<file path="src/core/shf_pkg.sv">
// Purpose: constants for the card host interrupt and fifo register bank
// Assumes: apb byte addresses, one aligned 32-bit word per register
// Notes: engine-side strobes are sampled on rising edges of the link clock
//
// Notes on behaviour
// - mask register, one bit per source at 7,6,5,2,1,0; one masks.
// - flag register shows pending requests; bits 15:8 and 4:3 reserved.
// - dma mode suppresses both fifo request interrupts; in pio mode the mask register decides whether they interrupt.
// - tx_refill_request is read-only, high while transmit fifo holds under eight.
// - rx_drain_request high at eight or more words, or final words held.
// - read-only bit 7 shows a detected sdio card interrupt.
// - bit 2 sets at command/response end; write one clears, zero ignored.
// - bit 1 sets when card leaves programming busy; write one clears.
// - bit 0 sets on transfer completion or error end; write one clears.
// - command index register holds six-bit index; bits 7:6 reserved.
// - command operand register is a full writable 32-bit field.
// - response queue is read-only, eight 16-bit entries, filled per command.
// - response queue holds no response crc; crc status lives elsewhere.
// - first response read returns most significant half-word, then less.
// - receive fifo sixteen 32-bit words, read-only, whole words only.
// - transmit fifo sixteen 32-bit words, write-only, whole words only.
// - dma enable bit selects dma or pio and masks fifo requests.
package shf_pkg;
  // ----------------------------------------
  // register offsets
  // ----------------------------------------
  localparam logic [7:0] OFS_MASK = 8'h00;
  localparam logic [7:0] OFS_FLAGS = 8'h04;
  localparam logic [7:0] OFS_CMD = 8'h08;
  localparam logic [7:0] OFS_ARG = 8'h0c;
  localparam logic [7:0] OFS_RES = 8'h10;
  localparam logic [7:0] OFS_RXF = 8'h14;
  localparam logic [7:0] OFS_TXF = 8'h18;
  localparam logic [7:0] OFS_CTRL = 8'h1c;
  localparam logic [7:0] OFS_LEVEL = 8'h20;
  // ----------------------------------------
  // field positions
  // ----------------------------------------
  localparam int B_SDIO = 7;
  localparam int B_TXREQ = 6;
  localparam int B_RXREQ = 5;
  localparam int B_CMDEND = 2;
  localparam int B_PRG = 1;
  localparam int B_DONE = 0;
  localparam int C_DMA = 0;
  localparam int C_STREAM = 1;
  localparam int C_CLR = 2;
  localparam int CMD_W = 6;
  localparam logic [15:0] FLAG_BITS = 16'h00e7;
  localparam logic [15:0] W1C_BITS = 16'h0007;
  localparam logic [3:0] STRB_ALL = 4'hf;
  // ----------------------------------------
  // reset values and sizes
  // ----------------------------------------
  localparam logic [15:0] MASK_RST = 16'h00e7;
  localparam logic [5:0] CMD_RST = 6'h00;
  localparam logic [31:0] ARG_RST = 32'h0000_0000;
  localparam logic [1:0] CTRL_RST = 2'h0;
  localparam int RES_W = 16;
  localparam int RES_DEPTH = 8;
  localparam int DATA_W = 32;
  localparam int DATA_DEPTH = 16;
  localparam int REQ_LEVEL = 8;
endpackage

</file>
<file path="src/core/shf_sync.sv">
// Purpose: two-flop synchroniser for a bundle of outside signals
// Assumes: multi-bit inputs are held steady across a link clock period
// Notes: only the second stage is visible outside
module shf_sync #(
  parameter int W = 1
) (
  input wire logic clk,
  input wire logic rst_n,
  input wire logic [W-1:0] d,
  output logic [W-1:0] q
);
  logic [W-1:0] meta_r;

  always_ff @(posedge clk or negedge rst_n)
  begin
    if (!rst_n)
    begin
      meta_r <= '0;
      q <= '0;
    end
    else
    begin
      meta_r <= d;
      q <= meta_r;
    end
  end
endmodule

</file>
<file path="src/core/shf_fifo.sv">
// Purpose: flop-based fifo with occupancy count
// Assumes: push when full and pop when empty are ignored
// Notes: head word is visible without a pop
module shf_fifo #(
  parameter int W = 32,
  parameter int D = 16
) (
  input wire logic clk,
  input wire logic rst_n,
  input wire logic clr,
  input wire logic push,
  input wire logic [W-1:0] din,
  input wire logic pop,
  output logic [W-1:0] dout,
  output logic [$clog2(D):0] count,
  output logic full,
  output logic empty
);
  localparam int AW = $clog2(D);
  logic [W-1:0] mem_r [D];
  logic [AW-1:0] wp_r;
  logic [AW-1:0] rp_r;
  logic [AW:0] cnt_r;
  logic do_push;
  logic do_pop;

  assign full = (cnt_r == (AW+1)'(D));
  assign empty = (cnt_r == '0);
  assign do_push = push && !full;
  assign do_pop = pop && !empty;
  assign dout = mem_r[rp_r];
  assign count = cnt_r;

  always_ff @(posedge clk)
  begin
    if (do_push)
      mem_r[wp_r] <= din;
  end

  always_ff @(posedge clk or negedge rst_n)
  begin
    if (!rst_n)
    begin
      wp_r <= '0;
      rp_r <= '0;
      cnt_r <= '0;
    end
    else if (clr)
    begin
      wp_r <= '0;
      rp_r <= '0;
      cnt_r <= '0;
    end
    else
    begin
      if (do_push)
        wp_r <= (wp_r == AW'(D-1)) ? '0 : wp_r + 1'b1;
      if (do_pop)
        rp_r <= (rp_r == AW'(D-1)) ? '0 : rp_r + 1'b1;
      if (do_push && !do_pop)
        cnt_r <= cnt_r + 1'b1;
      else if (do_pop && !do_push)
        cnt_r <= cnt_r - 1'b1;
    end
  end
endmodule

</file>
<file path="src/core/shf_top.sv">
// Purpose: interrupt, command and fifo registers of a card host controller
// Assumes: card engine drives its strobes from the falling link clock edge
// Notes: zero-wait apb slave; pready rises in the first access cycle
module shf_top #(
  parameter int RES_DEPTH = shf_pkg::RES_DEPTH,
  parameter int DATA_DEPTH = shf_pkg::DATA_DEPTH,
  parameter int REQ_LEVEL = shf_pkg::REQ_LEVEL
) (
  input wire logic pclk,
  input wire logic presetn,
  input wire logic psel,
  input wire logic penable,
  input wire logic pwrite,
  input wire logic [7:0] paddr,
  input wire logic [31:0] pwdata,
  input wire logic [3:0] pstrb,
  output logic [31:0] prdata,
  output logic pready,
  output logic pslverr,
  input wire logic link_clk,
  input wire logic sdio_irq_n,
  input wire logic evt_cmd_done,
  input wire logic evt_card_programming_finished,
  input wire logic evt_data_done,
  input wire logic evt_data_err,
  input wire logic evt_stop_sent,
  input wire logic res_valid,
  input wire logic [15:0] res_half,
  input wire logic rx_valid,
  input wire logic [31:0] rx_word,
  input wire logic rx_last,
  input wire logic tx_take,
  output logic irq,
  output logic [5:0] cmd_index,
  output logic [31:0] cmd_operand,
  output logic [31:0] tx_word,
  output logic tx_empty,
  output logic rx_full,
  output logic dma_en,
  output logic stream_mode,
  output logic dma_tx_req,
  output logic dma_rx_req
);
  localparam int RW = shf_pkg::RES_W;
  localparam int DW = shf_pkg::DATA_W;
  localparam int SW = 59;
  localparam int RCW = $clog2(RES_DEPTH) + 1;
  localparam int DCW = $clog2(DATA_DEPTH) + 1;

  // ----------------------------------------
  // link side sampling
  // ----------------------------------------
  logic [SW-1:0] s_raw;
  logic [SW-1:0] s_q;
  logic lclk_s;
  logic lclk_d_r;
  logic lrise;
  logic sdio_s;
  logic e_cmd;
  logic e_prg;
  logic e_done;
  logic e_err;
  logic e_stop;
  logic e_res;
  logic [RW-1:0] e_half;
  logic e_rx;
  logic [DW-1:0] e_word;
  logic e_last;
  logic e_take;

  assign s_raw = {link_clk, ~sdio_irq_n, evt_cmd_done, evt_card_programming_finished, evt_data_done,
                  evt_data_err, evt_stop_sent, res_valid, res_half, rx_valid, rx_word,
                  rx_last, tx_take};

  shf_sync #(.W(SW)) u_sync (
    .clk(pclk),
    .rst_n(presetn),
    .d(s_raw),
    .q(s_q)
  );

  assign {lclk_s, sdio_s, e_cmd, e_prg, e_done, e_err, e_stop, e_res, e_half,
          e_rx, e_word, e_last, e_take} = s_q;

  always_ff @(posedge pclk or negedge presetn)
  begin
    if (!presetn)
      lclk_d_r <= 1'b0;
    else
      lclk_d_r <= lclk_s;
  end

  // strobes only count on a sampled rising link edge, one event per link cycle
  assign lrise = lclk_s && !lclk_d_r;

  // ----------------------------------------
  // apb decode
  // ----------------------------------------
  logic setup;
  logic acc;
  logic wr_acc;
  logic hit;
  logic bad;
  logic pend_wr_r;
  logic [7:0] pend_addr_r;
  logic pop_res_r;
  logic pop_rx_r;
  logic [31:0] rd_mux;

  function automatic logic addr_ok(input logic [7:0] a, input logic w, input logic [3:0] s);
    logic ok;
    ok = 1'b0;
    case (a)
      shf_pkg::OFS_MASK, shf_pkg::OFS_FLAGS, shf_pkg::OFS_CMD,
      shf_pkg::OFS_ARG, shf_pkg::OFS_CTRL:
        ok = 1'b1;
      shf_pkg::OFS_RES, shf_pkg::OFS_LEVEL:
        ok = !w;
      shf_pkg::OFS_RXF:
        ok = !w;
      shf_pkg::OFS_TXF:
        ok = w && (s == shf_pkg::STRB_ALL);
      default:
        ok = 1'b0;
    endcase
    return ok;
  endfunction

  assign setup = psel && !penable;
  assign acc = psel && penable && pready;
  assign hit = addr_ok(paddr, pwrite, pstrb);
  assign bad = !hit;
  assign wr_acc = acc && pend_wr_r && !pslverr;

  always_ff @(posedge pclk or negedge presetn)
  begin
    if (!presetn)
    begin
      pready <= 1'b0;
      pslverr <= 1'b0;
      pend_wr_r <= 1'b0;
      pend_addr_r <= 8'h00;
    end
    else
    begin
      pready <= setup;
      pslverr <= setup && bad;
      if (setup)
      begin
        pend_wr_r <= pwrite;
        pend_addr_r <= paddr;
      end
    end
  end

  // ----------------------------------------
  // control registers
  // ----------------------------------------
  logic [15:0] mask_r;
  logic fifo_clr;

  always_ff @(posedge pclk or negedge presetn)
  begin
    if (!presetn)
      mask_r <= shf_pkg::MASK_RST;
    else if (wr_acc && pend_addr_r == shf_pkg::OFS_MASK)
      mask_r <= pwdata[15:0] & shf_pkg::FLAG_BITS;
  end

  always_ff @(posedge pclk or negedge presetn)
  begin
    if (!presetn)
      cmd_index <= shf_pkg::CMD_RST;
    else if (wr_acc && pend_addr_r == shf_pkg::OFS_CMD)
      cmd_index <= pwdata[shf_pkg::CMD_W-1:0];
  end

  always_ff @(posedge pclk or negedge presetn)
  begin
    if (!presetn)
      cmd_operand <= shf_pkg::ARG_RST;
    else if (wr_acc && pend_addr_r == shf_pkg::OFS_ARG)
      cmd_operand <= pwdata;
  end

  always_ff @(posedge pclk or negedge presetn)
  begin
    if (!presetn)
    begin
      dma_en <= shf_pkg::CTRL_RST[shf_pkg::C_DMA];
      stream_mode <= shf_pkg::CTRL_RST[shf_pkg::C_STREAM];
    end
    else if (wr_acc && pend_addr_r == shf_pkg::OFS_CTRL)
    begin
      dma_en <= pwdata[shf_pkg::C_DMA];
      stream_mode <= pwdata[shf_pkg::C_STREAM];
    end
  end

  // write-one pulse empties all three fifos before a new transfer
  assign fifo_clr = wr_acc && pend_addr_r == shf_pkg::OFS_CTRL && pwdata[shf_pkg::C_CLR];

  // ----------------------------------------
  // fifos
  // ----------------------------------------
  logic [RW-1:0] res_head;
  logic [RCW-1:0] res_cnt;
  logic res_emp;
  logic [DW-1:0] rx_head;
  logic [DCW-1:0] rx_cnt;
  logic rx_emp;
  logic rx_ful;
  logic [DW-1:0] tx_head;
  logic [DCW-1:0] tx_cnt;
  logic tx_emp;
  logic tx_push;
  logic tx_pop;

  // engine delivers halves msb first without crc; order is kept as pushed
  shf_fifo #(.W(RW), .D(RES_DEPTH)) u_res (
    .clk(pclk),
    .rst_n(presetn),
    .clr(fifo_clr),
    .push(lrise && e_res),
    .din(e_half),
    .pop(acc && pop_res_r),
    .dout(res_head),
    .count(res_cnt),
    .full(),
    .empty(res_emp)
  );

  shf_fifo #(.W(DW), .D(DATA_DEPTH)) u_rx (
    .clk(pclk),
    .rst_n(presetn),
    .clr(fifo_clr),
    .push(lrise && e_rx),
    .din(e_word),
    .pop(acc && pop_rx_r),
    .dout(rx_head),
    .count(rx_cnt),
    .full(rx_ful),
    .empty(rx_emp)
  );

  assign tx_push = wr_acc && pend_addr_r == shf_pkg::OFS_TXF;
  assign tx_pop = lrise && e_take && !tx_emp;

  shf_fifo #(.W(DW), .D(DATA_DEPTH)) u_tx (
    .clk(pclk),
    .rst_n(presetn),
    .clr(fifo_clr),
    .push(tx_push),
    .din(pwdata),
    .pop(tx_pop),
    .dout(tx_head),
    .count(tx_cnt),
    .full(),
    .empty(tx_emp)
  );

  always_ff @(posedge pclk or negedge presetn)
  begin
    if (!presetn)
    begin
      tx_word <= 32'h0000_0000;
      tx_empty <= 1'b1;
      rx_full <= 1'b0;
    end
    else
    begin
      if (tx_pop)
        tx_word <= tx_head;
      tx_empty <= tx_emp;
      rx_full <= rx_ful;
    end
  end

  // ----------------------------------------
  // flags
  // ----------------------------------------
  logic [2:0] sticky_r;
  logic [2:0] set_ev;
  logic [2:0] clr_ev;
  logic last_r;
  logic tx_req;
  logic rx_req;
  logic sdio_r;
  logic [15:0] flags;
  logic [15:0] live;

  assign set_ev[shf_pkg::B_CMDEND] = lrise && e_cmd;
  assign set_ev[shf_pkg::B_PRG] = lrise && e_prg;
  // stream transfers end once the stop command went out, not at data done; an error ends any transfer
  assign set_ev[shf_pkg::B_DONE] = lrise && (e_err || (stream_mode ? e_stop : e_done));
  assign clr_ev = (wr_acc && pend_addr_r == shf_pkg::OFS_FLAGS) ?
                  pwdata[2:0] & shf_pkg::W1C_BITS[2:0] : 3'h0;

  always_ff @(posedge pclk or negedge presetn)
  begin
    if (!presetn)
      sticky_r <= 3'h0;
    else
      sticky_r <= set_ev | (sticky_r & ~clr_ev);
  end

  always_ff @(posedge pclk or negedge presetn)
  begin
    if (!presetn)
      last_r <= 1'b0;
    else if (fifo_clr)
      last_r <= 1'b0;
    // the tagged push lands while the fifo still reads empty, so it must win
    else if (lrise && e_rx && e_last)
      last_r <= 1'b1;
    else if (rx_emp)
      last_r <= 1'b0;
  end

  assign tx_req = tx_cnt < DCW'(REQ_LEVEL);
  assign rx_req = (rx_cnt >= DCW'(REQ_LEVEL)) || (last_r && !rx_emp);

  always_ff @(posedge pclk or negedge presetn)
  begin
    if (!presetn)
      sdio_r <= 1'b0;
    else
      sdio_r <= sdio_s;
  end

  always_comb
  begin
    live = 16'h0000;
    live[shf_pkg::B_SDIO] = sdio_r;
    live[shf_pkg::B_TXREQ] = tx_req;
    live[shf_pkg::B_RXREQ] = rx_req;
    live[2:0] = sticky_r;
  end

  assign flags = live & shf_pkg::FLAG_BITS;

  // ----------------------------------------
  // interrupt and dma requests
  // ----------------------------------------
  logic [15:0] gate;

  always_comb
  begin
    gate = ~mask_r;
    if (dma_en)
    begin
      gate[shf_pkg::B_TXREQ] = 1'b0;
      gate[shf_pkg::B_RXREQ] = 1'b0;
    end
  end

  always_ff @(posedge pclk or negedge presetn)
  begin
    if (!presetn)
    begin
      irq <= 1'b0;
      dma_tx_req <= 1'b0;
      dma_rx_req <= 1'b0;
    end
    else
    begin
      irq <= |(flags & gate);
      dma_tx_req <= dma_en && tx_req;
      dma_rx_req <= dma_en && rx_req;
    end
  end

  // ----------------------------------------
  // read path
  // ----------------------------------------
  always_comb
  begin
    rd_mux = 32'h0000_0000;
    case (paddr)
      shf_pkg::OFS_MASK:
        rd_mux = {16'h0000, mask_r};
      shf_pkg::OFS_FLAGS:
        rd_mux = {16'h0000, flags};
      shf_pkg::OFS_CMD:
        rd_mux = {26'h0, cmd_index};
      shf_pkg::OFS_ARG:
        rd_mux = cmd_operand;
      shf_pkg::OFS_RES:
        rd_mux = res_emp ? 32'h0000_0000 : {16'h0000, res_head};
      shf_pkg::OFS_RXF:
        rd_mux = rx_emp ? 32'h0000_0000 : rx_head;
      shf_pkg::OFS_CTRL:
        rd_mux = {30'h0, stream_mode, dma_en};
      shf_pkg::OFS_LEVEL:
        rd_mux = {8'h00, 8'(res_cnt), 8'(rx_cnt), 8'(tx_cnt)};
      default:
        rd_mux = 32'h0000_0000;
    endcase
  end

  // pop only what was shown at setup, a word pushed later stays queued
  always_ff @(posedge pclk or negedge presetn)
  begin
    if (!presetn)
    begin
      prdata <= 32'h0000_0000;
      pop_res_r <= 1'b0;
      pop_rx_r <= 1'b0;
    end
    else if (setup)
    begin
      prdata <= (!pwrite && hit) ? rd_mux : 32'h0000_0000;
      pop_res_r <= !pwrite && paddr == shf_pkg::OFS_RES && !res_emp;
      pop_rx_r <= !pwrite && paddr == shf_pkg::OFS_RXF && !rx_emp;
    end
    else if (acc)
    begin
      pop_res_r <= 1'b0;
      pop_rx_r <= 1'b0;
    end
  end
endmodule

</file>
<file path="config.mk">
export PLATFORM = sky130hd
export DESIGN_NAME = shf_top
export DESIGN_NICKNAME = d
export VERILOG_FILES = /design/src/core/shf_pkg.sv /design/src/core/shf_sync.sv /design/src/core/shf_fifo.sv /design/src/core/shf_top.sv
export SDC_FILE = /design/constraint.sdc
export NUM_CORES = 1
export LEC_CHECK = 0
export BUFFER_PORTS_ARGS = -buffer_cell sky130_fd_sc_hd__buf_2
export CAP_MARGIN = 5
export CORE_MARGIN = 1
export CORE_UTILIZATION = 43
export CTS_BUF_LIST = sky130_fd_sc_hd__clkbuf_2 sky130_fd_sc_hd__clkbuf_4 sky130_fd_sc_hd__clkbuf_8
export DETAILED_ROUTE_END_ITERATION = 16
export HOLD_SLACK_MARGIN = 0.08
export PLACE_DENSITY_LB_ADDON = 0.2
export SLEW_MARGIN = 20
export SYNTH_ARGS = -nofsm -noshare
export SYNTH_HDL_FRONTEND = slang
export SYNTH_SLANG_ARGS = --single-unit
</file>
<file path="constraint.sdc">
create_clock -name pclk -period 16.4 [get_ports pclk]
set_input_delay 2.46 -clock pclk [delete_from_list [all_inputs] [get_ports pclk]]
set_output_delay 2.46 -clock pclk [all_outputs]
set_load 0.03 [all_outputs]
</file>
==> results of run 1 <==
cells in the final DEF (no fill, tap or decap), drive strengths merged, types with 11 or more instances in the layout:
| cell type | n |
|---|---|
| nor2b | 26 |
| and2 | 16 |
| nand3 | 18 |
| inv | 29 |
| nor2 | 51 |
| mux2i | 125 |
| dfrtp | 281 |
| o221ai | 36 |
| a22oi | 16 |
| o21ai | 58 |
| a21oi | 34 |
| a221oi | 22 |
| nand2b | 11 |
| nand2 | 80 |
| mux2 | 49 |
| buf | 273 |
| clkinv | 69 |
| o22ai | 34 |
| nor3 | 28 |
| a21o | 41 |
| a221o | 12 |
| or3 | 12 |
| edfxtp | 1152 |
| a211oi | 35 |
| clkbuf | 344 |
| mux4 | 263 |
| ha | 23 |
power groups by stage:
stage / Combinational [mW] / Sequential [mW] / Clock, mW
global route: 1.26 / 4.27 / 3.37
CTS: 1.18 / 4.25 / 3.21
global placement: 1.16 / 4.31 / 0
floorplan: 0.780 / 4.30 / 0
finish: 1.16 / 4.25 / 3.13
detailed placement: 1.18 / 4.33 / 0
synthesized netlist by cell type (all sizes together), types with 3 or more instances:
cell,n,share of area (%)
nand3b,4,0.055
mux4,263,11
edfxtp,1152,63
a221oi,22,0.35
or2,4,0.046
ha,23,0.53
a211o,6,0.096
buf,63,0.66
o21a,7,0.096
mux2,49,1.0
a22o,5,0.080
or3b,4,0.064
a221o,12,0.22
nor2b,26,0.30
xor2,4,0.064
dfstp,7,0.34
a2111o,3,0.062
a21oi,34,0.31
nand2b,11,0.13
a31oi,3,0.034
nor4,8,0.10
inv,23,0.16
o22ai,34,0.39
dfrtp,281,13
a211oi,35,0.48
a21o,41,0.56
o21ai,58,0.53
o31ai,6,0.082
nand3,18,0.16
a22oi,16,0.22
xnor2,8,0.13
and3,9,0.10
o221ai,36,0.58
nand4,6,0.069
nor4b,4,0.064
nand2,80,0.55
nor2,51,0.35
clkbuf,82,0.56
fa,3,0.11
nor3,28,0.27
mux2i,125,2.3
and2,16,0.18
or3,12,0.14
nor3b,6,0.082
flip-flops by register name (all words and copies together) (netlist names), 6 cells and up:
signal / flops
tx_word: 32
u_sync.q: 59
u_rx.mem_r: 512
cmd_operand: 32
pend_addr_r: 8
u_tx.mem_r: 512
mask_r: 6
cmd_index: 6
prdata: 32
u_sync.meta_r: 59
u_res.mem_r: 128
final cells by class:
class                   count  area share [%]
diodes                      6          0.0239
clock buffers             344            6.68
clock inverters            82           0.952
inverters                  24           0.143
multi-input cells        1107            19.8
flip-flops and latches   1440            66.6
well taps                1650            3.29
repair buffers            273            2.58
per-layer routing:
metal	GRT usage [%]	vias up	part of all wire, %
met5	0	-	0.033
met4	6.96	6	2.5
met3	4.32	218	6.0
met2	34.0	877	49
met1	28.2	14800	42
li1	-	11900	-
cells by family (layout without fill, tap and decap cells):
| logic type | Yosys count | count (layout) | share of synthesized area, % |
|---|---|---|---|
| fa+ha+maj | 26 | 26 | 0.636 |
| simple gates | 297 | 297 | 2.83 |
| buf+inv | 169 | 723 | 1.38 |
| xor+xnor | 12 | 12 | 0.192 |
| mux | 437 | 437 | 14.1 |
| compound gates | 335 | 335 | 4.39 |
| other cells | 0 | 6 | 0 |
| flops | 1440 | 1440 | 76.4 |
how the worst max path moves through the flow:
| stage | startpoint | end | slack [ns] |
|---|---|---|---|
| floorplan | penable | u_tx.mem_r[3][0] | 9.34 |
| global placement | psel | u_tx.count[4] | 11.37 |
| CTS | cmd_operand[18] | cmd_operand[18] | 11.90 |
| detailed placement | psel | u_tx.mem_r[13][20] | 11.24 |
| finish | cmd_operand[18] | cmd_operand[18] | 12.00 |
| global route | cmd_operand[18] | cmd_operand[18] | 11.92 |
==> key figures, run 1 <==
CTS
  • CTS Buf Count: 226
  • Worst-path clk slew: 0.06 ns
  • Clk Latency, worst-skew pair: 0.94 ns
  • Setup Fix Bufs, Post-CTS: 0
  • Hold buffer count at cts: 0
  • Root Buffer: clkbuf_8
  • TritonCTS clock tree: yes
  • CTS max path bufs: 3
  • CTS H-Tree Depth: 4
  • Post-CTS sizing: 0
  • Clock net sink count: 1440

Logic synthesis
  • Post-synth ARST share: 20.0%
  • Primary FF master, synth: edfxtp_1
  • Syn nets: 2850
  • Seq/Total Area, Yosys: 76.4%
  • Yosys warns: 0
  • Mapped Area: 54700 µm²
  • Post-synth cell types: 72
  • EDFF count, synth: 1152
  • Post-Synthesis Cells: 2716
  • Seq cells post-synth: 1440
  • Synthesized area per cell: 20.1 µm²

Timing
  • Achievable Freq: 0.227 GHz
  • Worst Skew: 0.0512 ns
  • Minimum clock period: 4.40 ns
  • Setup violators final: 0
  • Hold WS: 0.324 ns
  • Slew Limit Fails: 0
  • Fin. Hold Viols: 0
  • Relative slew slack: 26.4%
  • Setup WS post-layout: 12.00 ns
  • Worst-Margin Slew: 1.10 ns
  • Crit share post-route: 26.8%
  • Final TNS setup: 0 ns
  • RSZ-0062 raised after global routing: false

Power
  • Sw Ratio: 26.3%
  • Clk pwr share: 36.6%
  • Register share of total power: 49.8%
  • Logic gate share of total power: 13.6%
  • Pwr Density: 136 nW/µm²
  • P_leak: 21.8 nW
  • NetSw: 2.25 mW
  • Design Power: 8.55 mW
  • Pint: 6.30 mW
  • Max VDD drop: 0.0885 mV

Worst setup path
  • Critical Path RT: 13.94 ns
  • Cell family with most CP delay: flip-flops
  • Critical R2R Launch: u_tx.count[1]
  • Crit-path max cell delay: 0.69 ns
  • RR Endpoint: u_tx.count[4]
  • R2r setup slk: 12.47 ns
  • Slowest-stage cell, CP: dfrtp_1
  • Crit-path max FO: 3
  • Reg2reg path depth: 9
  • Crit Path Category: register to output pin
  • Crit path cell chain: buf_2
  • Bufs and invs on worst path: 1
  • Worst setup SP type: register
  • Worst EP arrival: 1.94 ns
  • Crit end category: output pin
  • CP Depth: 1

Floorplanning
  • Core Region: 126000 µm²
  • Num ports: 219
  • Row count: 130
  • Die X: 359 µm
  • Die H: 359 µm
  • Initial Util: 43.4%
  • Die area: 129000 µm²

Route
  • Routed via count: 27800
  • DRC: 0
  • Detailed-router iteration count before antenna repair: 5
  • Antenna viol nets, final: 0
  • Drt initial violations: 2619
  • DR vias/cell: 5.64
  • Routed length per placed instance: 27.1 µm
  • Post-Route WL: 133000 µm

Global route
  • Wire length of the first global-routing pass: 195000 µm
  • GRT overflow: 0
  • Initial antenna violation count: 17
  • Vias in the first global route: 28900
  • Largest net degree at the start of global routing: 163
  • Total Routing Usage GR: 20.9%

Layout
  • Register area: 41800 µm²
  • Post-route cell area: 62800 µm²
  • Non-Filler Instances: 4926
  • P&R area growth vs syn: 14.9%
  • Multi-input logic area: 12400 µm²
  • Final core occ: 49.9%
  • Layout net count: 3206
  • Fill count: 10200
  • Share of cells above drive strength 1: 31.8%

Placed design
  • I/O Buffers: 218
  • Placed cells: 4491
  • Worst slack, placed: 11.24 ns
  • Hpwl dp: 76900 µm
  • Gpl congestion: 0.816
  • Placement Cell Area: 57900 µm²

Worst hold path
  • Hold Path Cell Cnt: 0
  • Hold endpoint: u_sync.q[27]
  • HP Start: u_sync.meta_r[27]
  • Hold Path Class: register to register

Run
  • Max-capacitance violation count: 0

Run status
  • Status: completed
No activity file was read; power rests on OpenSTA's default activity.
==> run 2: changes to the inputs <==
==> constraint.sdc (replaced) <==
create_clock -name pclk -period 4.2 [get_ports pclk]
set_input_delay 0.63 -clock pclk [delete_from_list [all_inputs] [get_ports pclk]]
set_output_delay 0.63 -clock pclk [all_outputs]
set_load 0.03 [all_outputs]
==> key figures, run 2 (synthesis results as in run 1) <==
Run status
  • Status: completed

Worst setup path
  • Crit-path max FO: 12 (+9)
  • Crit Path Category: register to register
  • Worst EP arrival: 4.07 ns (+2.13 ns)
  • Bufs and invs on worst path: 0 (-1)
  • Crit-path max cell delay: 0.56 ns (-0.13 ns)
  • Worst setup SP type: register
  • Slowest-stage cell, CP: nor4b_1
  • Cell family with most CP delay: simple AND/OR/NAND/NOR gates
  • Critical Path RT: 5.03 ns (-8.91 ns)
  • Crit path cell chain: nor4b_1, and4b_1, nand3_1, fa_1, a21o_1, a21oi_1, mux2i_1, mux2i_1
  • Crit end category: register
  • CP most frequent cell: mux2i_1

Route
  • Routed via count: 28600 (+2.9%)
  • Antenna viol nets, final: 0 (unchanged)
  • DRC: 0 (unchanged)
  • Detailed-router iteration count before antenna repair: 5 (unchanged)
  • Drt initial violations: 2790 (+6.5%)
  • Routed length per placed instance: 27.0 µm (-0.49%)
  • Post-Route WL: 137000 µm (+2.6%)
  • DR vias/cell: 5.63 (-0.21%)

Timing
  • RSZ-0062 raised after global routing: false
  • Minimum clock period: 3.24 ns
  • Worst-Margin Slew: 1.09 ns (-0.0141 ns)
  • Crit share post-route: 77.1%
  • Achievable Freq: 0.309 GHz
  • Slew Limit Fails: 0 (unchanged)
  • Worst Skew: 0.0332 ns (-0.0180 ns)
  • Relative slew slack: 27.5% (+1.1 points)
  • Setup violators final: 0 (unchanged)
  • Fin. Hold Viols: 0 (unchanged)

Global route
  • Initial antenna violation count: 12 (-5)
  • Wire length of the first global-routing pass: 200000 µm (+2.8%)
  • Largest net degree at the start of global routing: 73 (-55%)
  • GRT overflow: 0 (unchanged)
  • Vias in the first global route: 29900 (+3.4%)
  • Total Routing Usage GR: 21.6% (+0.62 points)

Layout
  • Post-route cell area: 64400 µm² (+2.5%)
  • Most frequent cells in the layout: edfxtp_1 (1152), dfrtp_1 (276), mux4_2 (263)
  • Top Registers: u_rx.mem_r x512, u_tx.mem_r x512, u_res.mem_r x128
  • P&R area growth vs syn: 17.7%
  • Share of cells above drive strength 1: 32.0% (+0.19 points)
  • Layout net count: 3348 (+4.4%)
  • Commonest non-fill, non-tap cell in the layout: edfxtp_1
  • Fill count: 10200 (-0.40%)
  • Non-Filler Instances: 5080 (+3.1%)

Placed design
  • Hpwl dp: 82900 µm (+7.9%)
  • I/O Buffers: 218 (unchanged)
  • Placement Cell Area: 58500 µm² (+0.89%)
  • Gpl congestion: 0.817 (+0.11%)
  • Placed cells: 4536 (+1.0%)

Floorplanning
  • Die area: 129000 µm² (unchanged)
  • Row count: 130 (unchanged)
  • Initial Util: 43.4% (unchanged)
  • Die X: 359 µm (unchanged)
  • Die H: 359 µm (unchanged)
  • Core Region: 126000 µm² (unchanged)
  • Num ports: 219 (unchanged)

CTS
  • Post-CTS sizing: 0 (unchanged)
  • Root Buffer: clkbuf_8
  • CTS H-Tree Depth: 4 (unchanged)
  • CTS max path bufs: 3 (unchanged)
  • Worst-path clk slew: 0.07 ns (about the same)
  • CTS Buf Count: 230 (+1.8%)
  • Clock net sink count: 1440 (unchanged)
  • Clk Latency, worst-skew pair: 0.93 ns (about the same)
  • TritonCTS clock tree: yes

Worst hold path
  • Hold Path Class: input pin to register

Power
  • Max VDD drop: 0.370 mV (+320%)
  • P_leak: 22.5 nW (+3.4%)
  • Pwr Density: 526 nW/µm² (+290%)

Run
  • Max-capacitance violation count: 0 (unchanged)
[run 2: cell types whose count changed in the layout (fill, tap and decap cells not counted), moves of 3 or more]
cell and change:
clkbuf_4 -8, buf_4 +32, buf_16 -3, inv_8 +4, clkinv_2 +12, bufinv_16 +3, buf_12 +17, dlygate4sd3_1 +95
[run 2: what timing repair did]
action                                 CTS  global route
hold buffers                            95             0
buffers inserted                         0             0
endpoints found under the hold margin  572             0
[run 2: final cells by class]
type	instances	area [µm²]	share of cell area, %
Tap cell	1650	2060	3.21
Timing Repair Buffer	411	3030	4.71
Antenna cell	8	20.0	0.0311
Inverter	24	90.1	0.140
Clock inverter	103	793	1.23
Sequential cell	1440	41800	65.0
Clock buffer	337	4150	6.45
Multi-Input combinational cell	1107	12400	19.3
[run 2: report_power, final]
| part | switching (mW) | leakage, nW | internal (mW) |
|---|---|---|---|
| logic | 2.65 | 5.99 | 1.99 |
| registers | 0.695 | 13.9 | 15.9 |
| clock network | 5.62 | 2.65 | 6.95 |
| total | 8.96 | 22.5 | 24.9 |
[run 2: metal layers]
layer	GRT usage, %	part of all wire [%]	up-vias
met1	28.8	41	15200
met5	0	0.030	-
met2	35.0	49	1007
li1	-	-	12200
met3	5.34	7.7	222
met4	6.33	2.1	6
[run 2: path summary, 6_finish.rpt]
check                                       start                 to  slack (ns)  cells after the start
worst min register to register  u_sync.meta_r[48]       u_sync.q[48]        0.33                      0
max in group asynchronous                 presetn       u_rx.rp_r[1]        2.83                      3
worst min-delay path                    pwdata[1]  u_tx.mem_r[14][1]        0.18                      1
worst max-delay path               pend_addr_r[7]      u_tx.count[4]        0.96                      8
min in group asynchronous                 presetn         tx_word[4]        0.26                      2
worst max register to register     pend_addr_r[7]      u_tx.count[4]        0.96                      8
[run 2: worst reg2reg max path: stages, from the launching register on]
cell     delay [ns]
dfrtp_1        0.38
nor4b_1        0.56
and4b_1        0.39
nand3_1        0.39
fa_1           0.56
a21o_1         0.20
a21oi_1        0.19
mux2i_1        0.24
mux2i_1        0.22
[run 2: stage by stage]
stage / setup TNS (ns) / hold slack [ns] / worst slack, ns / utilization, % / power [mW]
floorplan: -76.52 / 0.331 / -0.797 / - / 19.9
global placement: 0 / 0.332 / 0.879 / 46.4 / 21.4
detailed placement: 0 / 0.335 / 0.840 / 46.4 / 21.6
CTS: 0 / 0.0800 / 0.970 / 51.1 / 34.2
global route: 0 / 0.119 / 0.740 / 51.1 / 35.2
finish: 0 / 0.178 / 0.961 / 51.1 / 33.9
